===== config.mk =====
export PLATFORM = sky130hd
export DESIGN_NAME = core_irq_status_and_timer
export DESIGN_NICKNAME = d
export VERILOG_FILES = /design/src/hw/irq_timer_pkg.sv /design/src/hw/core_irq_status_and_timer.sv
export SDC_FILE = /design/constraint.sdc
export NUM_CORES = 1
export LEC_CHECK = 0
export BUFFER_PORTS_ARGS = -buffer_cell sky130_fd_sc_hd__clkbuf_2
export CORE_MARGIN = 2
export CORE_UTILIZATION = 45
export CTS_CLUSTER_DIAMETER = 50
export DETAILED_ROUTE_END_ITERATION = 6
export HOLD_SLACK_MARGIN = 0.08
export PLACE_DENSITY = 0.79
export SYNTH_ARGS = -nofsm -noshare
export SYNTH_HDL_FRONTEND = slang
export SYNTH_SLANG_ARGS = --single-unit

===== constraint.sdc =====
create_clock -name pclk -period 6.07 [get_ports pclk]
set_input_delay 0.9105 -clock pclk [delete_from_list [all_inputs] [get_ports pclk]]
set_output_delay 0.9105 -clock pclk [all_outputs]
set_load 0.05 [all_outputs]

===== src/hw/irq_timer_pkg.sv =====
// Constants and carrier types for the core interrupt and overflow timer block
package irq_timer_pkg;
   // Register indices; byte address is four times the index
   localparam logic [7:0] TMR_CTRL_IDX = 8'h05;
   localparam logic [7:0] IRQ_CTRL_IDX = 8'h07;
   localparam logic [7:0] CNT_LO_IDX = 8'h08;
   localparam logic [7:0] CNT_HI_IDX = 8'h09;
   localparam logic [7:0] EVT_STAT_IDX = 8'h0A;
   localparam logic [7:0] EVT_MASK_IDX = 8'h0B;
   // core_irq_status_control fields
   localparam int PSUM_BIT = 7;
   localparam int TPIN_FLAG_BIT = 6;
   localparam int OVF_FLAG_BIT = 5;
   localparam int EPIN_FLAG_BIT = 4;
   localparam int PGRP_EN_BIT = 3;
   localparam int TPIN_EN_BIT = 2;
   localparam int OVF_EN_BIT = 1;
   localparam int EPIN_EN_BIT = 0;
   // timer_zero_control fields
   localparam int EPIN_POL_BIT = 7;
   localparam int TPIN_POL_BIT = 6;
   localparam int CLK_SEL_BIT = 5;
   localparam int PS_MSB = 4;
   localparam int PS_LSB = 1;
   // Vector addresses
   localparam logic [7:0] VEC_RESET = 8'h00;
   localparam logic [7:0] VEC_EPIN = 8'h08;
   localparam logic [7:0] VEC_OVF = 8'h10;
   localparam logic [7:0] VEC_TPIN = 8'h18;
   localparam logic [7:0] VEC_PERIPH = 8'h20;
   // Event status bits
   localparam int EVT_EPIN = 0;
   localparam int EVT_OVF = 1;
   localparam int EVT_TPIN = 2;
   localparam int EVT_HAZARD = 3;
   localparam int NUM_EVT = 4;
   // Reset values
   localparam logic [7:0] TMR_CTRL_RST = 8'h00;
   localparam logic [7:0] IRQ_CTRL_RST = 8'h00;
   localparam logic [15:0] CNT_RST = 16'h0000;
   localparam logic [15:0] CNT_MAX = 16'hFFFF;
   localparam logic [7:0] PS_RST = 8'h00;
   localparam logic [NUM_EVT-1:0] EVT_RST = 4'h0;

   typedef struct packed {
      logic valid;
      logic [7:0] addr;
   } vec_s;

   // Last prescaler count for a code: ratio 2**n, any code with top bit set 1:256
   function automatic logic [7:0] ps_last(input logic [3:0] code);
      logic [7:0] r;
      r = code[3] ? 8'hFF : ((8'h01 << code[2:0]) - 8'h01);
      return r;
   endfunction
endpackage


===== src/hw/core_irq_status_and_timer.sv =====
// Core interrupt flags, vector selection and 16-bit overflow timer with APB access
//
// The APB interface to the registers is this design's own decision.
`timescale 1ns/1ps
// How it works
// - Status register holds core flags and enables
// - Bit 7 ORs enabled peripheral flags, read-only
// - Flags set regardless of enables or global disable
// - Flag set while enable cleared, globals enabled, vectors to 00h
// - Timer pin edge sets flag, vector 18h clears
// - Overflow sets flag, vector 10h clears
// - Edge pin sets flag, vector 08h clears
// - Bit 3 gates all peripheral requests
// - Bits 2..0 enable timer pin, overflow, edge pin
// - 16-bit up counter as two bytes
// - 8-bit prescaler ahead of timer
// - Source select: 1 internal, 0 timer pin
// - Prescale 2**n, top bit set gives 1:256
module core_irq_status_and_timer #(
   parameter int ADDR_W = 12
) (
   input wire logic pclk,
   input wire logic presetn,
   input wire logic psel,
   input wire logic penable,
   input wire logic pwrite,
   input wire logic [ADDR_W-1:0] paddr,
   input wire logic [31:0] pwdata,
   input wire logic [3:0] pstrb,
   output logic [31:0] prdata,
   output logic pready,
   output logic pslverr,
   input wire logic external_edge_pin,
   input wire logic timer_clock_pin,
   input wire logic global_irq_disable,
   input wire logic [7:0] peripheral_request_flags,
   input wire logic [7:0] peripheral_enable_bits,
   input wire logic vector_taken,
   output irq_timer_pkg::vec_s vector_request,
   output logic irq
);

   logic [2:0] epin_sync_ff;
   logic [2:0] tpin_sync_ff;
   logic [7:0] tctl_ff, nxt_tctl;
   logic [6:0] ictl_ff, nxt_ictl;
   logic [15:0] cnt_ff, nxt_cnt;
   logic [7:0] ps_ff, nxt_ps;
   logic psum_ff;
   logic hazard_ff, nxt_hazard;
   logic [irq_timer_pkg::NUM_EVT-1:0] evt_ff, nxt_evt, mask_ff, nxt_mask;
   irq_timer_pkg::vec_s vec_ff, nxt_vec;
   logic irq_ff, nxt_irq;
   logic [31:0] prdata_ff, nxt_prdata;
   logic pready_ff, nxt_pready, pslverr_ff, nxt_pslverr;
   logic [7:0] idx;
   logic wr, cnt_wr, epin_evt, tpin_evt, src_tick, cnt_tick, ovf, psum, hazard;
   logic [3:0] set_evt, en_clr;

   assign prdata = prdata_ff;
   assign pready = pready_ff;
   assign pslverr = pslverr_ff;
   assign vector_request = vec_ff;
   assign irq = irq_ff;

   // Pins cross in through two flops; third flop only feeds edge detection
   always_ff @(posedge pclk or negedge presetn) begin
      if (!presetn) begin
         epin_sync_ff <= 3'h0;
         tpin_sync_ff <= 3'h0;
      end else begin
         epin_sync_ff <= {epin_sync_ff[1:0], external_edge_pin};
         tpin_sync_ff <= {tpin_sync_ff[1:0], timer_clock_pin};
      end
   end

   assign idx = paddr[9:2];
   assign wr = psel & penable & pready_ff & pwrite & pstrb[0] & ~pslverr_ff;
   assign cnt_wr = wr & ((idx == irq_timer_pkg::CNT_LO_IDX) |
                         (idx == irq_timer_pkg::CNT_HI_IDX));

   always_comb begin
      epin_evt = tctl_ff[irq_timer_pkg::EPIN_POL_BIT] ?
                 (epin_sync_ff[1] & ~epin_sync_ff[2]) :
                 (~epin_sync_ff[1] & epin_sync_ff[2]);
      tpin_evt = tctl_ff[irq_timer_pkg::TPIN_POL_BIT] ?
                 (tpin_sync_ff[1] & ~tpin_sync_ff[2]) :
                 (~tpin_sync_ff[1] & tpin_sync_ff[2]);
      src_tick = tctl_ff[irq_timer_pkg::CLK_SEL_BIT] ? 1'b1 : tpin_evt;
      cnt_tick = src_tick &
         (ps_ff == irq_timer_pkg::ps_last(tctl_ff[irq_timer_pkg::PS_MSB:irq_timer_pkg::PS_LSB]));
      ovf = cnt_tick & (cnt_ff == irq_timer_pkg::CNT_MAX) & ~cnt_wr;
      psum = |(peripheral_request_flags & peripheral_enable_bits);
      // Flag-setting conditions, in enable bit order 3..0
      set_evt = {psum & ~psum_ff, tpin_evt, ovf, epin_evt};
      en_clr = 4'h0;
      if (wr && idx == irq_timer_pkg::IRQ_CTRL_IDX) begin
         en_clr = ictl_ff[3:0] & ~pwdata[3:0];
      end
      // Enable dropped in the same cycle its flag rises, global disable low: reset vector
      hazard = ~global_irq_disable & |(en_clr & set_evt);
   end

   // Core state: timer, flags, vector and event status
   always_comb begin
      nxt_tctl = tctl_ff;
      nxt_ictl = ictl_ff;
      nxt_cnt = cnt_ff;
      nxt_ps = ps_ff;
      nxt_evt = evt_ff;
      nxt_mask = mask_ff;
      nxt_hazard = hazard_ff;
      if (src_tick) begin
         nxt_ps = cnt_tick ? irq_timer_pkg::PS_RST : 8'(ps_ff + 8'h01);
      end
      if (cnt_tick) begin
         nxt_cnt = 16'(cnt_ff + 16'h0001);
      end
      if (wr) begin
         unique case (idx)
            irq_timer_pkg::TMR_CTRL_IDX: nxt_tctl = {pwdata[7:1], 1'b0};
            irq_timer_pkg::IRQ_CTRL_IDX: nxt_ictl = pwdata[6:0];
            irq_timer_pkg::CNT_LO_IDX: begin
               // Low byte taken from the write data, high byte kept, so a tick in this cycle is lost
               nxt_cnt = {cnt_ff[15:8], pwdata[7:0]};
               nxt_ps = irq_timer_pkg::PS_RST;
            end
            irq_timer_pkg::CNT_HI_IDX: begin
               nxt_cnt = {pwdata[7:0], cnt_ff[7:0]};
               nxt_ps = irq_timer_pkg::PS_RST;
            end
            irq_timer_pkg::EVT_STAT_IDX: nxt_evt = evt_ff & ~pwdata[3:0];
            irq_timer_pkg::EVT_MASK_IDX: nxt_mask = pwdata[3:0];
            default: ;
         endcase
      end
      // Taking vector 00h, 08h, 10h or 18h clears its flag; 20h clears nothing
      if (vector_taken && vec_ff.valid) begin
         unique case (vec_ff.addr)
            irq_timer_pkg::VEC_EPIN: nxt_ictl[irq_timer_pkg::EPIN_FLAG_BIT] = 1'b0;
            irq_timer_pkg::VEC_OVF: nxt_ictl[irq_timer_pkg::OVF_FLAG_BIT] = 1'b0;
            irq_timer_pkg::VEC_TPIN: nxt_ictl[irq_timer_pkg::TPIN_FLAG_BIT] = 1'b0;
            irq_timer_pkg::VEC_RESET: nxt_hazard = 1'b0;
            default: ;
         endcase
      end
      // Sets come last so they win over any clear; enables do not gate them
      if (epin_evt) begin
         nxt_ictl[irq_timer_pkg::EPIN_FLAG_BIT] = 1'b1;
      end
      if (ovf) begin
         nxt_ictl[irq_timer_pkg::OVF_FLAG_BIT] = 1'b1;
      end
      if (tpin_evt) begin
         nxt_ictl[irq_timer_pkg::TPIN_FLAG_BIT] = 1'b1;
      end
      if (hazard) begin
         nxt_hazard = 1'b1;
      end
      nxt_evt = nxt_evt | {hazard, tpin_evt, ovf, epin_evt};
      nxt_irq = |(nxt_evt & nxt_mask);
      // Fixed priority, lowest vector address first
      nxt_vec.valid = 1'b1;
      if (nxt_hazard) begin
         nxt_vec.addr = irq_timer_pkg::VEC_RESET;
      end else if (global_irq_disable) begin
         nxt_vec.valid = 1'b0;
         nxt_vec.addr = irq_timer_pkg::VEC_RESET;
      end else if (nxt_ictl[irq_timer_pkg::EPIN_FLAG_BIT] &
                   nxt_ictl[irq_timer_pkg::EPIN_EN_BIT]) begin
         nxt_vec.addr = irq_timer_pkg::VEC_EPIN;
      end else if (nxt_ictl[irq_timer_pkg::OVF_FLAG_BIT] &
                   nxt_ictl[irq_timer_pkg::OVF_EN_BIT]) begin
         nxt_vec.addr = irq_timer_pkg::VEC_OVF;
      end else if (nxt_ictl[irq_timer_pkg::TPIN_FLAG_BIT] &
                   nxt_ictl[irq_timer_pkg::TPIN_EN_BIT]) begin
         nxt_vec.addr = irq_timer_pkg::VEC_TPIN;
      end else if (psum & nxt_ictl[irq_timer_pkg::PGRP_EN_BIT]) begin
         nxt_vec.addr = irq_timer_pkg::VEC_PERIPH;
      end else begin
         nxt_vec.valid = 1'b0;
         nxt_vec.addr = irq_timer_pkg::VEC_RESET;
      end
   end

   always_ff @(posedge pclk or negedge presetn) begin
      if (!presetn) begin
         tctl_ff <= irq_timer_pkg::TMR_CTRL_RST;
         ictl_ff <= irq_timer_pkg::IRQ_CTRL_RST[6:0];
         cnt_ff <= irq_timer_pkg::CNT_RST;
         ps_ff <= irq_timer_pkg::PS_RST;
         psum_ff <= 1'b0;
         hazard_ff <= 1'b0;
         evt_ff <= irq_timer_pkg::EVT_RST;
         mask_ff <= irq_timer_pkg::EVT_RST;
         vec_ff <= '0;
         irq_ff <= 1'b0;
      end else begin
         tctl_ff <= nxt_tctl;
         ictl_ff <= nxt_ictl;
         cnt_ff <= nxt_cnt;
         ps_ff <= nxt_ps;
         psum_ff <= psum;
         hazard_ff <= nxt_hazard;
         evt_ff <= nxt_evt;
         mask_ff <= nxt_mask;
         vec_ff <= nxt_vec;
         irq_ff <= nxt_irq;
      end
   end

   // Bus answer is prepared in the setup cycle, so access lasts one cycle
   always_comb begin
      nxt_pready = 1'b0;
      nxt_pslverr = 1'b0;
      nxt_prdata = 32'h00000000;
      if (psel && !penable) begin
         nxt_pready = 1'b1;
         unique case (idx)
            irq_timer_pkg::TMR_CTRL_IDX: nxt_prdata[7:0] = tctl_ff;
            irq_timer_pkg::IRQ_CTRL_IDX: nxt_prdata[7:0] = {psum, ictl_ff};
            irq_timer_pkg::CNT_LO_IDX: nxt_prdata[7:0] = cnt_ff[7:0];
            irq_timer_pkg::CNT_HI_IDX: nxt_prdata[7:0] = cnt_ff[15:8];
            irq_timer_pkg::EVT_STAT_IDX: nxt_prdata[3:0] = evt_ff;
            irq_timer_pkg::EVT_MASK_IDX: nxt_prdata[3:0] = mask_ff;
            default: nxt_pslverr = 1'b1;
         endcase
         // Misaligned or out-of-window addresses are unmapped
         if (paddr[1:0] != 2'h0 || (paddr >> 10) != '0) begin
            nxt_pslverr = 1'b1;
            nxt_prdata = 32'h00000000;
         end
      end
   end

   always_ff @(posedge pclk or negedge presetn) begin
      if (!presetn) begin
         pready_ff <= 1'b0;
         pslverr_ff <= 1'b0;
         prdata_ff <= 32'h00000000;
      end else begin
         pready_ff <= nxt_pready;
         pslverr_ff <= nxt_pslverr;
         prdata_ff <= nxt_prdata;
      end
   end
endmodule


== Word-level counts from Yosys, hierarchy flattened ==
Index checks and enable logic that the tools add are counted.

* Output and inout bits: 44
* Input port bits: 73
* Logic and storage cells: 130
* Register bits after elaboration: 98

* Equal/unequal tests: 13
* Shifts and indexed selects: 1
* Bitwise logic cells: 35
* $add $sub $neg: 3
* Reductions and logical operators: 14
* Muxes and demuxes: 47

{| class="wikitable"
|+ Operator list
! operator !! number
|-
| 2-to-1 mux 8 bit || 7
|-
| equality test 8 x 4 -> 1 bit (second input constant) || 5
|-
| 2-to-1 mux 16 bit || 2
|-
| 2-to-1 mux 32 bit || 1
|-
| one-hot mux 16 bit (2 select lines) || 1
|-
| 2-to-1 mux 6 bit || 4
|-
| one-hot mux 4 bit (6 select lines) || 1
|-
| 2-to-1 mux 1 bit || 21
|-
| 2-to-1 mux 4 bit || 5
|-
| bitwise AND 1 bit || 19
|-
| adder 16 x 1 -> 16 bit (second input constant) || 1
|-
| bitwise AND 4 bit || 4
|-
| equality test 16 bit (second input constant) || 1
|-
| equality test 8 x 3 -> 1 bit (second input constant) || 2
|-
| equality test 8 x 5 -> 1 bit (second input constant) || 2
|-
| one-hot mux 4 bit (4 select lines) || 1
|-
| 2-to-1 mux 7 bit || 2
|-
| nonzero test 12 bit || 1
|-
| 2-to-1 mux 9 bit || 1
|-
| adder 8 x 1 -> 8 bit (second input constant) || 1
|-
| bitwise AND 8 bit || 1
|-
| equality test 8 bit || 1
|-
| zero test 8 bit || 1
|-
| inverter 1 bit || 8
|-
| other kinds (16) || 20
|}

== Depth between registers and ports, before layout ==
* Depth in word-level cells: 15
* Gate-level depth with buffers: 13
* Mapped depth without buffers: 11

== Worst setup path before layout ==
OpenSTA, ideal clock, no wires.

* Kind: register -> register
* Start: register tctl_ff[3]
* End: register cnt_ff[15]
* Stages on the path, launching flop included: 12
* Data arrival time: 2.900 ns
* Clock period less this slack: 3.044 ns
* Buffers on the path: 1
* Setup time: 0.144 ns
* Slack: 3.026 ns
* Data required time: 5.926 ns
* Cell sequence: dfrtp_1 > buf_2 > or3_1 > ha_1 > xor2_1 > nand3_1 > a22o_2 > or4_4 > nor2_4 > nand2_1 > o311ai_0 > o311ai_1

* Longest elaborated chain between the ends: 8

{| class="wikitable"
|+ Ends and longest elaborated chain
! item !! RTL line !! text
|-
| start, declared || core_irq_status_and_timer.sv:45 || <nowiki>logic [7:0] tctl_ff, nxt_tctl;</nowiki>
|-
| start signal, assigned || core_irq_status_and_timer.sv:188 || <nowiki>tctl_ff <= irq_timer_pkg::TMR_CTRL_RST;</nowiki>
|-
| start signal, assigned || core_irq_status_and_timer.sv:199 || <nowiki>tctl_ff <= nxt_tctl;</nowiki>
|-
| left shift 1 x 3 -> 8 bit * || irq_timer_pkg.sv:53 || <nowiki>r = code[3] ? 8'hFF : ((8'h01 << code[2:0]) - 8'h01);</nowiki>
|-
| subtractor 8 x 1 -> 8 bit * || irq_timer_pkg.sv:53 ||
|-
| 2-to-1 mux 8 bit * || irq_timer_pkg.sv:53 ||
|-
| equality test 8 bit * || core_irq_status_and_timer.sv:91 || <nowiki>(ps_ff == irq_timer_pkg::ps_last(tctl_ff[irq_timer_pkg::PS_MSB:irq_timer_pkg::PS_LSB]));</nowiki>
|-
| bitwise AND 1 bit * || core_irq_status_and_timer.sv:90 || <nowiki>cnt_tick = src_tick &</nowiki>
|-
| 2-to-1 mux 16 bit * || core_irq_status_and_timer.sv:116 || <nowiki>if (cnt_tick) begin</nowiki>
|-
| one-hot mux 16 bit (2 select lines) || core_irq_status_and_timer.sv:120 || <nowiki>unique case (idx)</nowiki>
|-
| 2-to-1 mux 16 bit * || core_irq_status_and_timer.sv:119 || <nowiki>if (wr) begin</nowiki>
|-
| end signal, assigned || core_irq_status_and_timer.sv:190 || <nowiki>cnt_ff <= irq_timer_pkg::CNT_RST;</nowiki>
|-
| end signal, assigned || core_irq_status_and_timer.sv:201 || <nowiki>cnt_ff <= nxt_cnt;</nowiki>
|-
| end, declared || core_irq_status_and_timer.sv:47 || <nowiki>logic [15:0] cnt_ff, nxt_cnt;</nowiki>
|}

Mark *: on every way between the ends. The rest lies on a longest branch, timed or not.
A chain may end at the register's enable or synchronous reset.

==> impl_metrics.yaml <==
logic_synthesis:
  yosys.area.top_type_share_pct: 42.54
  synthCells: 435
  synth_top_area_cell: "dfrtp_1"
  async_flop_share_pct: 100.0
  ys_top_cells_by_area: "dfrtp_1 (43%), buf_4 (5.9%), nand2_1 (4.0%), mux2_2 (3.9%), nor2_1 (3.6%)"
  postSynthAreaPerCell_sq_um: 9.331
  post-synth-top-count-cell: "dfrtp_1"
  ys_types: 68
  yosysSeqAreaShare_pct: 42.54
  yosys_warnings: 0
  ys.flop_type: "dfrtp_1"
  synth.top_cells.by_count: "dfrtp_1 (69), nand2_1 (43), nor2_1 (39)"
  ys_seq_elements: 69
  synth_edf_count: 0
  netlist_area_sq_um: 4059
detailed_routing:
  antenna_left: 0
  vias_per_cell: 5.843
  wl_per_cell_um: 16.86
  routed_wl_um: 10220
  drc: 0
  num_vias: 3541
  first_pass_iters: 5
  drtIter0Drc: 362
run_status:
  status: "complete, no violations"
critical_path:
  worst_path_largest_cell_delay_ns: 0.54
  r2r_start: "tctl_ff[3]"
  cp.depth: 10
  critPathRequiredTime_ns: 6.31
  endpoint_kind: "register"
  ff2ff_setup_slack_ns: 2.66
  crit_buf_inv: 0
  rr_endpoint: "vector_request[3]"
  cp_cell_sequence: "or3_1 > ha_1 > xor2_1 > nand3_1 > a22o_2 > or4_4 > nor3_1 > o21a_1 > o21ai_0 > and3_1"
  critPathKind: "reg2reg"
  rr_worst_depth: 10
  setup.worst_path.start_class: "register"
  critPathMaxFanout: 14
  cp.arrival_ns: 3.65
  crit_family: "simple AND/OR/NAND/NOR gates"
  critical_path.slowest_cell: "or4_4"
floorplanning:
  fp.dieW_um: 98.97
  fp-row-count: 34
  design.die.area_sq_um: 9795
  fp.coreArea_sq_um: 8721
  io_pins: 117
  die_y_um: 98.97
  start_util_pct: 46.54
power:
  seqPwrFrac_pct: 47.8
  p_int_uw: 755.6
  p_sw_uw: 356.4
  p_leak_uw: 0.002089
  fin_total_pwr_uw: 1112
  combPwrFrac_pct: 18.5
  swShare_pct: 32.05
  ir_worst_vdd_v: 0.0001197
  p_per_area_nw_per_um2: 245.4
  power_frac_clock_pct: 33.7
clock_tree:
  clkTransAtPathRegs_ns: 0.08
  cts_sinks: 69
  cts_made_buffers: 9
  ctsResizeCount: 0
  clk_latency_ns: 0.35
  ctsLongestPathBuffers: 2
  clockRootBuffer: "clkbuf_8"
  cts_tree: "built"
  h-tree-depth: 3
  postCtsSetupBuffers: 0
  holdBufCountCts: 0
final_layout:
  final_core_util_pct: 51.95
  num-fill-cells: 783
  drive_above_1_share_pct: 21.69
  nets: 569
  seq_area_sq_um: 1727
  area_delta_synth_final_pct: 11.62
  diodes: 0
  multi_input_area_sq_um: 2101
place:
  hpwl_um: 7628
  gp_congestion: 0.8935
  port_buffers: 60
grt:
  grt_usage_pct: 20.79
  grt_pass1_vias: 3237
  met1_usage_pct: 27.15
  grt_pass1_wl_um: 16060
  antenna_found_initial: 0
  grt.met3_usage_pct: 5.674
  overflow: 0
  grt_max_degree: 70
  grt-busiest-layer: "met2"
  use_met2_pct: 33.52
timing:
  setup_viol: 0
  min_period_over_period_pct: 56.11
  tightest_slew_ns: 0.8696
  slew_viol_final: 0
  period_minus_slack_ns: 3.406
  skew_ns: 0.01260
  max_freq_mhz: 293.6
  hold_viol: 0
  rsz0062_at_grt: "no"
  worst_hold_slack_ns: 0.3542
  relSlewSlack_pct: 42.03
  fin_setup_tns_ns: 0
min_path:
  hold_path_startpoint: "tpin_sync_ff[0]"
  hold_class: "reg2reg"
  whs_path_depth: 0
  hold_end: "tpin_sync_ff[1]"
flow_run:
  cap_viol_max_count: 0
-- final cells by class --
class,count,area share [%]
Clock buffer,10,2.817
Multi-Input combinational cell,337,46.37
Timing Repair Buffer,62,6.959
Tap cell,108,2.983
Inverter,14,1.160
Sequential cell,69,38.11
Clock inverter,6,1.602
-- layer usage --
layer / vias to the layer above / wire length [um] / part of all wire, %
met5: - / 0 / 0
met4: 0 / 275 / 2.7
met3: 26 / 803 / 7.9
met2: 175 / 4938 / 48
met1: 1698 / 4202 / 41
li1: 1642 / - / -
-- per-stage QoR --
| stage | instance area (sq um) | instances | setup WS (ns) |
|---|---|---|---|
| after floorplan | 4164 | 463 | 3.026 |
| after global placement | 4330 | 590 | 2.545 |
| after detailed placement | 4330 | 590 | 2.520 |
| after CTS | 4531 | 606 | 2.676 |
| after global routing | 4531 | 606 | 2.461 |
| final | 4531 | 606 | 2.664 |
-- registers in the layout, indices dropped and copies added, names as in the netlist --
name / count
pready: 1
tctl_ff: 7
ictl_ff: 7
irq: 1
evt_ff: 4
hazard_ff: 1
epin_sync_ff: 3
tpin_sync_ff: 3
vector_request: 4
cnt_ff: 16
prdata: 8
pslverr: 1
ps_ff: 8
psum_ff: 1
mask_ff: 4
-- cell families (layout without fill, tap and decap cells) --
family	after synthesis	after routing	synth area share, %
compound gates	105	105	17.63
xor+xnor	10	10	2.158
fa+ha+maj	3	3	0.9249
buf+inv	57	92	8.292
flops	69	69	42.54
mux	23	23	6.412
other cells	1	29	0.09239
simple gates	167	167	21.95
-- worst max path at each step --
stage	startpoint	end	slack, ns
6_report	tctl_ff[3]	vector_request[3]	2.66
5_1_grt	tctl_ff[3]	vector_request[8]	2.46
4_1_cts	tctl_ff[3]	vector_request[3]	2.68
3_5_place_dp	paddr[3]	vector_request[5]	2.52
3_3_place_gp	paddr[3]	vector_request[5]	2.54
2_1_floorplan	tctl_ff[3]	cnt_ff[15]	3.03
-- cells in the final DEF (no fill, tap or decap), types with 3 or more instances in the layout --
cell	n
dfrtp_1	69
clkbuf_2	59
nand2_1	43
nor2_1	39
conb_1	29
a21oi_1	22
o21ai_0	20
inv_1	14
mux2_2	14
a22oi_1	13
nand3_1	11
and3_1	10
clkbuf_8	9
nor3b_1	8
mux2i_1	8
xor2_1	7
a211oi_1	7
nand4_1	6
nor4_1	6
and2_1	5
o211ai_1	5
or3_1	4
nor2b_1	4
nor3_1	4
o22ai_1	4
a311oi_1	4
and4_1	3
nor4b_1	3
xnor2_1	3
or2_2	3
nand2b_1	3
a21o_1	3
o311ai_0	3
ha_1	3
clkinv_4	3
-- power by group through the flow --
stage	logic (uW)	registers [uW]	clock network (uW)
after floorplan	165	527	0
after global placement	197	539	0
after detailed placement	203	539	0
after CTS	203	531	383
after global routing	224	537	404
final	206	532	375
-- worst register-to-register path: cells and delay by family (launching register included) --
kind                       cells  cell delay (ns)
and+or+nand+nor                5             1.77
AOI/OAI and AO/OA              3             0.57
DFF                            1             0.52
adders and majority gates      1             0.32
xor gates and xnor gates       1             0.13
(Power assumes the default switching activity.)
